===== src/hdl/nrs_pkg.sv =====
/*
  Shared constants and carrier types for the nibble rotate / subtract / return execution slice.
  Assumes a 16-bit instruction word and a 128 x 4 data RAM whose first 16 nibbles are the working registers.
*/
package nrs_pkg;
  // Widths
  localparam int NIB_W = 4;
  localparam int ADDR_W = 7;
  localparam int PC_W = 11;
  localparam int WORD_W = 16;
  localparam int RAM_DEPTH = 128;

  // Opcode prefixes, compared against the top bits of the word; OP_RETURN is matched against the whole word
  localparam logic [8:0] OP_ROT_RIGHT = 9'h09b; // 010011011 + R6..R0
  localparam logic [8:0] OP_SUB_MEM = 9'h014; // 000010100 + R6..R0
  localparam logic [8:0] OP_SUB_MEM_WB = 9'h016; // 000010110 + R6..R0
  localparam logic [7:0] OP_SUB_IMM = 8'h0e; // 00001110 + I3..I0 + W3..W0
  localparam logic [7:0] OP_SUB_IMM_WB = 8'h0f; // 00001111 + I3..I0 + W3..W0
  localparam logic [15:0] OP_RETURN = 16'h0200; // 00000010000000 then 00

  // Field positions
  localparam int IMM_LSB = 4;
  localparam int WSEL_LSB = 0;

  // Reset values
  localparam logic [NIB_W-1:0] RESULT_RST = 4'h0;
  localparam logic [PC_W-1:0] PC_RST = 11'h000;
  localparam logic FLAG_RST = 1'b0;

  // Instruction presented for execution
  typedef struct packed {
    logic valid;
    logic [WORD_W-1:0] word;
  } nrs_instr_t;

  // One nibble write into the data RAM
  typedef struct packed {
    logic we;
    logic [ADDR_W-1:0] addr;
    logic [NIB_W-1:0] data;
  } nrs_ram_wr_t;
endpackage


===== src/hdl/nrs_exec.sv =====
/*
  Execution slice for rotate-right-through-carry, return-from-subroutine and the four
  subtract-with-borrow forms, with the data RAM held locally.
  Assumes the fetch logic presents one decoded-ready word per cycle with valid, that the
  return stack sits outside and offers its top entry, and that all inputs are on mclk.
*/
`timescale 1ns/1ps
module nrs_exec (
  input wire logic mclk,
  input wire logic rst_n,
  input wire nrs_pkg::nrs_instr_t instr,
  input wire logic [nrs_pkg::PC_W-1:0] stack_top,
  input wire nrs_pkg::nrs_ram_wr_t ram_load,
  input wire logic [nrs_pkg::ADDR_W-1:0] peek_addr,
  output logic [nrs_pkg::NIB_W-1:0] peek_data,
  output logic [nrs_pkg::NIB_W-1:0] result_nibble_register,
  output logic carry_flag,
  output logic zero_flag,
  output logic [nrs_pkg::PC_W-1:0] pc,
  output logic stack_pop,
  output nrs_pkg::nrs_ram_wr_t ram_wr
);
  logic [nrs_pkg::NIB_W-1:0] ram_q [nrs_pkg::RAM_DEPTH];
  logic [nrs_pkg::NIB_W-1:0] acc_q, acc_d;
  logic cf_q, cf_d, zf_q, zf_d;
  logic [nrs_pkg::PC_W-1:0] pc_q, pc_d;
  logic [nrs_pkg::NIB_W-1:0] peek_q;
  nrs_pkg::nrs_ram_wr_t wr_q, wr_d;

  // Opcode decode; RAM-operand forms use a 9-bit prefix, immediate forms an 8-bit one
  wire is_rrc = instr.valid && (instr.word[15:7] == nrs_pkg::OP_ROT_RIGHT);
  wire is_sbc_m = instr.valid && (instr.word[15:7] == nrs_pkg::OP_SUB_MEM);
  wire is_subtract_with_borrow_writeback_m = instr.valid && (instr.word[15:7] == nrs_pkg::OP_SUB_MEM_WB);
  wire is_sbc_i = instr.valid && (instr.word[15:8] == nrs_pkg::OP_SUB_IMM);
  wire is_subtract_with_borrow_writeback_i = instr.valid && (instr.word[15:8] == nrs_pkg::OP_SUB_IMM_WB);
  wire is_rtn = instr.valid && (instr.word == nrs_pkg::OP_RETURN);
  wire is_mem_op = is_rrc || is_sbc_m || is_subtract_with_borrow_writeback_m;
  wire is_imm_op = is_sbc_i || is_subtract_with_borrow_writeback_i;
  wire is_sub = is_sbc_m || is_subtract_with_borrow_writeback_m || is_imm_op;
  wire is_wb = is_rrc || is_subtract_with_borrow_writeback_m || is_subtract_with_borrow_writeback_i;

  // Operand selection: working registers are the low 16 RAM nibbles
  wire [nrs_pkg::NIB_W-1:0] imm = instr.word[nrs_pkg::IMM_LSB +: nrs_pkg::NIB_W];
  wire [nrs_pkg::ADDR_W-1:0] wr_addr = {3'h0, instr.word[nrs_pkg::WSEL_LSB +: nrs_pkg::NIB_W]};
  wire [nrs_pkg::ADDR_W-1:0] opnd_addr = is_imm_op ? wr_addr : instr.word[nrs_pkg::ADDR_W-1:0];
  wire [nrs_pkg::NIB_W-1:0] mem_opnd = ram_q[opnd_addr];
  wire [nrs_pkg::NIB_W-1:0] sub_rhs = is_imm_op ? imm : acc_q;

  // Borrow falls out as bit 4 of a 5-bit difference
  wire [nrs_pkg::NIB_W:0] sub_diff = {1'b0, mem_opnd} - {1'b0, sub_rhs} - {4'h0, cf_q};
  wire [nrs_pkg::NIB_W-1:0] rot_res = {cf_q, mem_opnd[3:1]};

  // Next-state: every listed instruction completes in this one cycle
  always_comb begin
    acc_d = acc_q;
    cf_d = cf_q;
    zf_d = zf_q;
    pc_d = pc_q;
    wr_d = '0;
    if (is_rrc) begin
      acc_d = rot_res;
      cf_d = mem_opnd[0];
      zf_d = (rot_res == 4'h0);
    end else if (is_sub) begin
      acc_d = sub_diff[nrs_pkg::NIB_W-1:0];
      cf_d = sub_diff[nrs_pkg::NIB_W];
      zf_d = (sub_diff[nrs_pkg::NIB_W-1:0] == 4'h0);
    end
    if (is_wb) begin
      wr_d.we = 1'b1;
      wr_d.addr = opnd_addr;
      wr_d.data = is_rrc ? rot_res : sub_diff[nrs_pkg::NIB_W-1:0];
    end
    // Fetch sequencing lives elsewhere; here the PC loads stack_top on a return and otherwise steps past each valid word
    if (is_rtn) begin
      pc_d = stack_top;
    end else if (instr.valid) begin
      pc_d = pc_q + 11'h001;
    end
  end

  // Core state, synchronous reset
  always_ff @(posedge mclk) begin
    if (!rst_n) begin
      acc_q <= nrs_pkg::RESULT_RST;
      cf_q <= nrs_pkg::FLAG_RST;
      zf_q <= nrs_pkg::FLAG_RST;
      pc_q <= nrs_pkg::PC_RST;
      wr_q <= '0;
    end else begin
      acc_q <= acc_d;
      cf_q <= cf_d;
      zf_q <= zf_d;
      pc_q <= pc_d;
      wr_q <= wr_d;
    end
  end

  // RAM: execution write-back beats an external load in the same cycle; contents are not reset
  // A load issued in the same cycle as a write-back is lost, so the rest of the core must not overlap them
  always_ff @(posedge mclk) begin
    if (wr_d.we) begin
      ram_q[wr_d.addr] <= wr_d.data;
    end else if (ram_load.we) begin
      ram_q[ram_load.addr] <= ram_load.data;
    end
  end

  // Registered observation port, reads the array as it stood before the edge
  always_ff @(posedge mclk) begin
    if (!rst_n) begin
      peek_q <= 4'h0;
    end else begin
      peek_q <= ram_q[peek_addr];
    end
  end

  // Data outputs come straight from flip-flops
  assign peek_data = peek_q;
  assign result_nibble_register = acc_q;
  assign carry_flag = cf_q;
  assign zero_flag = zf_q;
  assign pc = pc_q;
  assign ram_wr = wr_q;
  // Pop acknowledge is combinational so the stack can retire its entry on the same edge
  assign stack_pop = is_rtn;

  // Checks
  // Each property but the stack_pop check in a_rtn_pc_reload looks one edge after the executing cycle, where the registered outputs have settled
  a_rrc_decode_done: assert property (@(posedge mclk) disable iff (!rst_n)
    is_rrc |=> ram_wr.we && ram_wr.addr == $past(instr.word[6:0]))
    else $error("rotate-right not completed in one cycle");

  a_rrc_rotate_value: assert property (@(posedge mclk) disable iff (!rst_n)
    is_rrc |=> result_nibble_register == {$past(cf_q), $past(mem_opnd[3:1])} &&
      carry_flag == $past(mem_opnd[0]) && ram_wr.data == result_nibble_register &&
      zero_flag == (result_nibble_register == 4'h0))
    else $error("rotate-right result or flags wrong");

  a_rtn_pc_reload: assert property (@(posedge mclk) disable iff (!rst_n)
    is_rtn |-> stack_pop ##1 (pc == $past(stack_top) && !ram_wr.we))
    else $error("return did not reload the program counter");

  a_sub_mem_only: assert property (@(posedge mclk) disable iff (!rst_n)
    is_sbc_m |=> !ram_wr.we &&
      result_nibble_register == $past(mem_opnd) - $past(acc_q) - {3'h0, $past(cf_q)})
    else $error("memory subtract result wrong or memory written");

  a_sub_imm_only: assert property (@(posedge mclk) disable iff (!rst_n)
    is_sbc_i |=> !ram_wr.we &&
      result_nibble_register == $past(ram_q[wr_addr]) - $past(imm) - {3'h0, $past(cf_q)})
    else $error("immediate subtract result wrong or register written");

  a_sub_mem_wb: assert property (@(posedge mclk) disable iff (!rst_n)
    is_subtract_with_borrow_writeback_m |=> ram_wr.we && ram_wr.addr == $past(instr.word[6:0]) &&
      ram_wr.data == result_nibble_register &&
      result_nibble_register == $past(mem_opnd) - $past(acc_q) - {3'h0, $past(cf_q)})
    else $error("memory subtract write-back wrong");

  a_sub_imm_wb: assert property (@(posedge mclk) disable iff (!rst_n)
    is_subtract_with_borrow_writeback_i |=> ram_wr.we && ram_wr.addr == {3'h0, $past(instr.word[3:0])} &&
      ram_wr.data == result_nibble_register &&
      result_nibble_register == $past(ram_q[wr_addr]) - $past(imm) - {3'h0, $past(cf_q)})
    else $error("immediate subtract write-back wrong");

  a_sub_flags: assert property (@(posedge mclk) disable iff (!rst_n)
    is_sub |=> zero_flag == (result_nibble_register == 4'h0) &&
      carry_flag == ({1'b0, $past(mem_opnd)} < ({1'b0, $past(sub_rhs)} + {4'h0, $past(cf_q)})))
    else $error("subtract flags wrong");

  // Every rotate is one machine cycle: the PC has moved on by exactly one word
  a_rrc_pc_step: assert property (@(posedge mclk) disable iff (!rst_n)
    is_rrc |=> pc == $past(pc) + 11'h001)
    else $error("rotate-right took more than one cycle");

  // Zero flag worked out from the operand bits, not from the result register
  a_rrc_zero_flag: assert property (@(posedge mclk) disable iff (!rst_n)
    is_rrc |=> zero_flag == ($past(mem_opnd[3:1]) == 3'h0 && !$past(cf_q)))
    else $error("rotate-right zero flag wrong");

  // A shown write-back must really sit in the array by then
  a_wb_reaches_ram: assert property (@(posedge mclk) disable iff (!rst_n)
    ram_wr.we |-> ram_q[ram_wr.addr] == ram_wr.data)
    else $error("write-back missing from the data memory");

  // A return touches only the PC; the datapath state carries straight through
  a_rtn_keeps_datapath: assert property (@(posedge mclk) disable iff (!rst_n)
    is_rtn |=> result_nibble_register == $past(result_nibble_register) &&
      carry_flag == $past(carry_flag) && zero_flag == $past(zero_flag))
    else $error("return disturbed the result or flags");

  // The top PC bit must come from the stack too, not be left at zero
  a_rtn_pc_msb: assert property (@(posedge mclk) disable iff (!rst_n)
    is_rtn |=> pc[nrs_pkg::PC_W-1] == $past(stack_top[nrs_pkg::PC_W-1]))
    else $error("return lost the top program counter bit");

  // Memory-only subtract leaves its operand nibble where it was
  a_sub_mem_ram_kept: assert property (@(posedge mclk) disable iff (!rst_n)
    is_sbc_m && !ram_load.we |=> ram_q[$past(opnd_addr)] == $past(mem_opnd))
    else $error("memory subtract changed the memory nibble");

  // Immediate subtract without write-back leaves the working register alone
  a_sub_imm_ram_kept: assert property (@(posedge mclk) disable iff (!rst_n)
    is_sbc_i && !ram_load.we |=> ram_q[$past(wr_addr)] == $past(mem_opnd))
    else $error("immediate subtract changed the working register");

  // Subtracts are single-cycle as well
  a_sub_pc_step: assert property (@(posedge mclk) disable iff (!rst_n)
    is_sub |=> pc == $past(pc) + 11'h001)
    else $error("subtract took more than one cycle");

  // Zero together with a borrow is only reachable as 0 - 15 - 1
  a_sub_zero_borrow: assert property (@(posedge mclk) disable iff (!rst_n)
    is_sub |=> !(zero_flag && carry_flag) ||
      ($past(mem_opnd) == 4'h0 && $past(sub_rhs) == 4'hf && $past(cf_q)))
    else $error("zero and borrow set together without full wrap");
endmodule // nrs_exec


===== config.mk =====
export PLATFORM = sky130hd
export DESIGN_NAME = nrs_exec
export DESIGN_NICKNAME = d
export VERILOG_FILES = /design/src/hdl/nrs_pkg.sv /design/src/hdl/nrs_exec.sv
export SDC_FILE = /design/constraint.sdc
export NUM_CORES = 1
export LEC_CHECK = 0
export ABC_CLOCK_PERIOD_IN_PS = 28200
export BUFFER_PORTS_ARGS = -buffer_cell sky130_fd_sc_hd__buf_2
export CAP_MARGIN = 20
export CORE_MARGIN = 8
export CORE_UTILIZATION = 58
export CTS_CLUSTER_SIZE = 24
export DETAILED_ROUTE_END_ITERATION = 8
export PLACE_DENSITY = 0.71
export SLEW_MARGIN = 20
export SYNTH_ARGS = -nofsm -noshare
export SYNTH_HDL_FRONTEND = slang
export SYNTH_SLANG_ARGS = --single-unit
export TNS_END_PERCENT = 50

===== constraint.sdc =====
create_clock -name mclk -period 28.2 [get_ports mclk]
set_input_delay 2.82 -clock mclk [delete_from_list [all_inputs] [get_ports mclk]]
set_output_delay 2.82 -clock mclk [all_outputs]
set_load 0.01 [all_outputs]

==> impl_metrics.tcl <==
set metrics [dict create \
    synth_ff_type "edfxtp_1" \
    leakagePower_nw 9.678 \
    setup_violations 0 \
    end_kind "register" \
    grt_max_degree 117 \
    outcome "finished clean" \
    fin_util 0.6424 \
    fp-row-count 78 \
    port_buffers 82 \
    antenna_found_initial 4 \
    criticalPathCategory "in2reg" \
    hold_class "reg2reg" \
    clk_latency_ns 0.61 \
    synth_edf_count 512 \
    crit_arrival_ns 8.61 \
    synthCells 1477 \
    avgRoutedWirePerCell_um 33.42 \
    cts_buffer_depth 3 \
    fmax_mhz 120.0 \
    period_needed_ns 8.333 \
    drt-initial-drc-count 2178 \
    ios 83 \
    ir_worst_vdd_uv 42.52 \
    grt_pass1_wl_um 107900 \
    maxSlewViolCount 0 \
    cts_tree "yes" \
    ys_warn_count 0 \
    n_antenna_cell 0 \
    post_cts_buffers 0 \
    drive_gt1_frac 0.3182 \
    async_flop_share 0 \
    fp.dieH_um 229.0 \
    grt_pass1_vias 15902 \
    globalplace.congestion 0.9264 \
    crit_fanout 116 \
    dpl.hpwl_um 46330 \
    rsz0062_at_grt "false" \
    cts_resized 0 \
    initial_core_util 0.5835 \
    hold_violations 0 \
    vias_per_cell 7.226 \
    synth.avg_cell_area_um2 17.81 \
    ys_seq_area_frac 0.6095 \
    drtPass1Iterations 8 \
    overflow 0 \
    skew_ns 0.02869 \
    drv_cap 0 \
    numClockSinks 545 \
    cts_made_buffers 54 \
    syn-num-nets 1533 \
    drc_errors 0 \
    die_w_um 229.0 \
    power_density_nw_per_um2 60.45 \
    max_slew_margin 0.2576 \
    cts_hold_buf 0 \
    drtAntennaViolNets 0 \
    syn2layout_area_growth_pct 10.10 \
    tns_ns 0 \
    synth-seq-cells 545 \
    fp.dieArea_um2 52430 \
    syn_area_um2 26310 \
    routed_wl_um 72880 \
    vias 15760 \
    core_area_um2 45090 \
    worst_pin_slew_ns 1.114 \
    root_buffer "clkbuf_16" \
    nFillCells 3038 \
    synth_cell_types 69 \
    path_clk_slew_ns 0.06 \
    grt_usage 0.2777 \
    worstPathRequired_ns 28.48 \
    num-nets-final 1598 \
    final.period_utilization 0.2955 \
    cts_max_level 2 \
    cp-start-kind "input pin" \
]
## cell families (layout without fill, tap and decap cells)
group	count (synthesis)	in the layout	synth area share
AO/OA/AOI/OAI	136	136	0.03524
buffers and inverters	119	223	0.02278
adder cells (fa/ha/maj)	7	7	0.003900
multiplexers	328	328	0.2703
XOR/XNOR	3	3	0.0009989
AND/OR/NAND/NOR	339	339	0.05726
flip-flops	545	545	0.6095
## power breakdown
group	leakage (nW)	internal [mW]	switching (mW)
Clock	0.845	0.410	0.300
Combinational	3.56	0.0595	0.0930
Sequential	5.27	0.887	0.00119
## per-stage QoR
stage	hold slack (ns)	power, mW	setup slack, ns	instances	cell area, um2
6_report	0.5385	1.751	19.87	2181	28970
5_1_grt	0.5693	1.791	19.46	2181	28970
4_1_cts	0.5383	1.755	19.57	2181	28960
3_5_place_dp	0.5312	1.056	18.92	2086	27250
3_3_place_gp	0.5133	1.054	18.95	2085	27220
2_1_floorplan	0.5432	1.007	16.06	1477	26310
## routing by layer
layer | up-vias | share of wire | global-route usage | routed length (um)
li1 | 6325 | - | - | -
met5 | - | 0.00059 | 0 | 43
met1 | 8098 | 0.37 | 0.3761 | 26620
met4 | 6 | 0.050 | 0.1261 | 3613
met3 | 215 | 0.13 | 0.08900 | 9301
met2 | 1116 | 0.46 | 0.4115 | 33300
## worst max-delay path, cell delays in order
cell	delay [ns]
buf_8	0.59
buf_4	0.77
mux4_2	0.60
mux4_2	0.54
mux4_2	0.59
a21oi_2	0.23
fa_1	0.26
inv_1	0.06
ha_1	0.33
nor4_1	0.07
a311oi_1	0.28
o211ai_1	0.24
o21ai_4	0.37
buf_6	0.69
## flip-flops by register name, indices dropped and copies added, names as in the netlist
signal	cells
carry_flag	1
pc	11
ram_wr	12
result_nibble_register	4
ram_q	512
zero_flag	1
peek_data	4
## cells in the final DEF, fill, tap and decap left out, types with 5 or more instances in the layout
cell type  Yosys  routed
nand2_1       74      74
clkinv_1       0       9
buf_4         10      29
clkbuf_16      0      55
clkbuf_1      50      11
mux2i_1       22      22
edfxtp_1     512     512
bufinv_16      0       6
dfxtp_1       33      33
mux4_2       293     293
a22oi_1       14      14
ha_1           5       5
a31oi_1        7       7
a21oi_1       26      26
buf_2         29      78
nor2_1       171     171
nand3_1       31      31
and2_1         6       6
clkinv_2       0      12
nor2b_1        6       6
a221oi_1       7       7
nand4_1        9       9
nand2b_1       8       8
and3_1         7       7
o21ai_0       29      27
inv_1         15      15
mux4_1         7       7
nor3_1         5       5
a211oi_1       9       9
o22ai_1        6       6
## final timing paths
| path | from | endpoint | slack (ns) | cells after the start |
|---|---|---|---|---|
| min | pc[8] | pc[8] | 0.54 | 2 |
| max reg2reg | ram_q[70][0] | ram_q[88][3] | 23.20 | 12 |
| min reg2reg | pc[8] | pc[8] | 0.54 | 2 |
| max | instr[0] | ram_q[88][3] | 19.87 | 14 |
## Yosys cell counts, types with 8 or more instances
cell	count	area, um2
a211oi_1	9	67.56
a21oi_1	26	130.1
a22oi_1	14	105.1
buf_2	29	145.1
buf_4	10	75.07
clkbuf_1	50	187.7
dfxtp_1	33	660.6
edfxtp_1	512	15370
inv_1	15	56.30
mux2i_1	22	220.2
mux4_2	293	6599
nand2_1	74	277.8
nand2b_1	8	50.05
nand3_1	31	155.2
nand4_1	9	56.30
nor2_1	171	641.9
o21ai_0	29	145.1
## final cells by class
type	instances	area [um2]	area share
Clock inverter	29	291.5	0.01006
Clock buffer	66	1418	0.04894
Sequential cell	545	16040	0.5536
Inverter	16	60.06	0.002073
Timing Repair Buffer	112	686.9	0.02371
Multi-Input combinational cell	813	9723	0.3357
Tap cell	600	750.7	0.02592
Power figures use the tool's default switching activity.
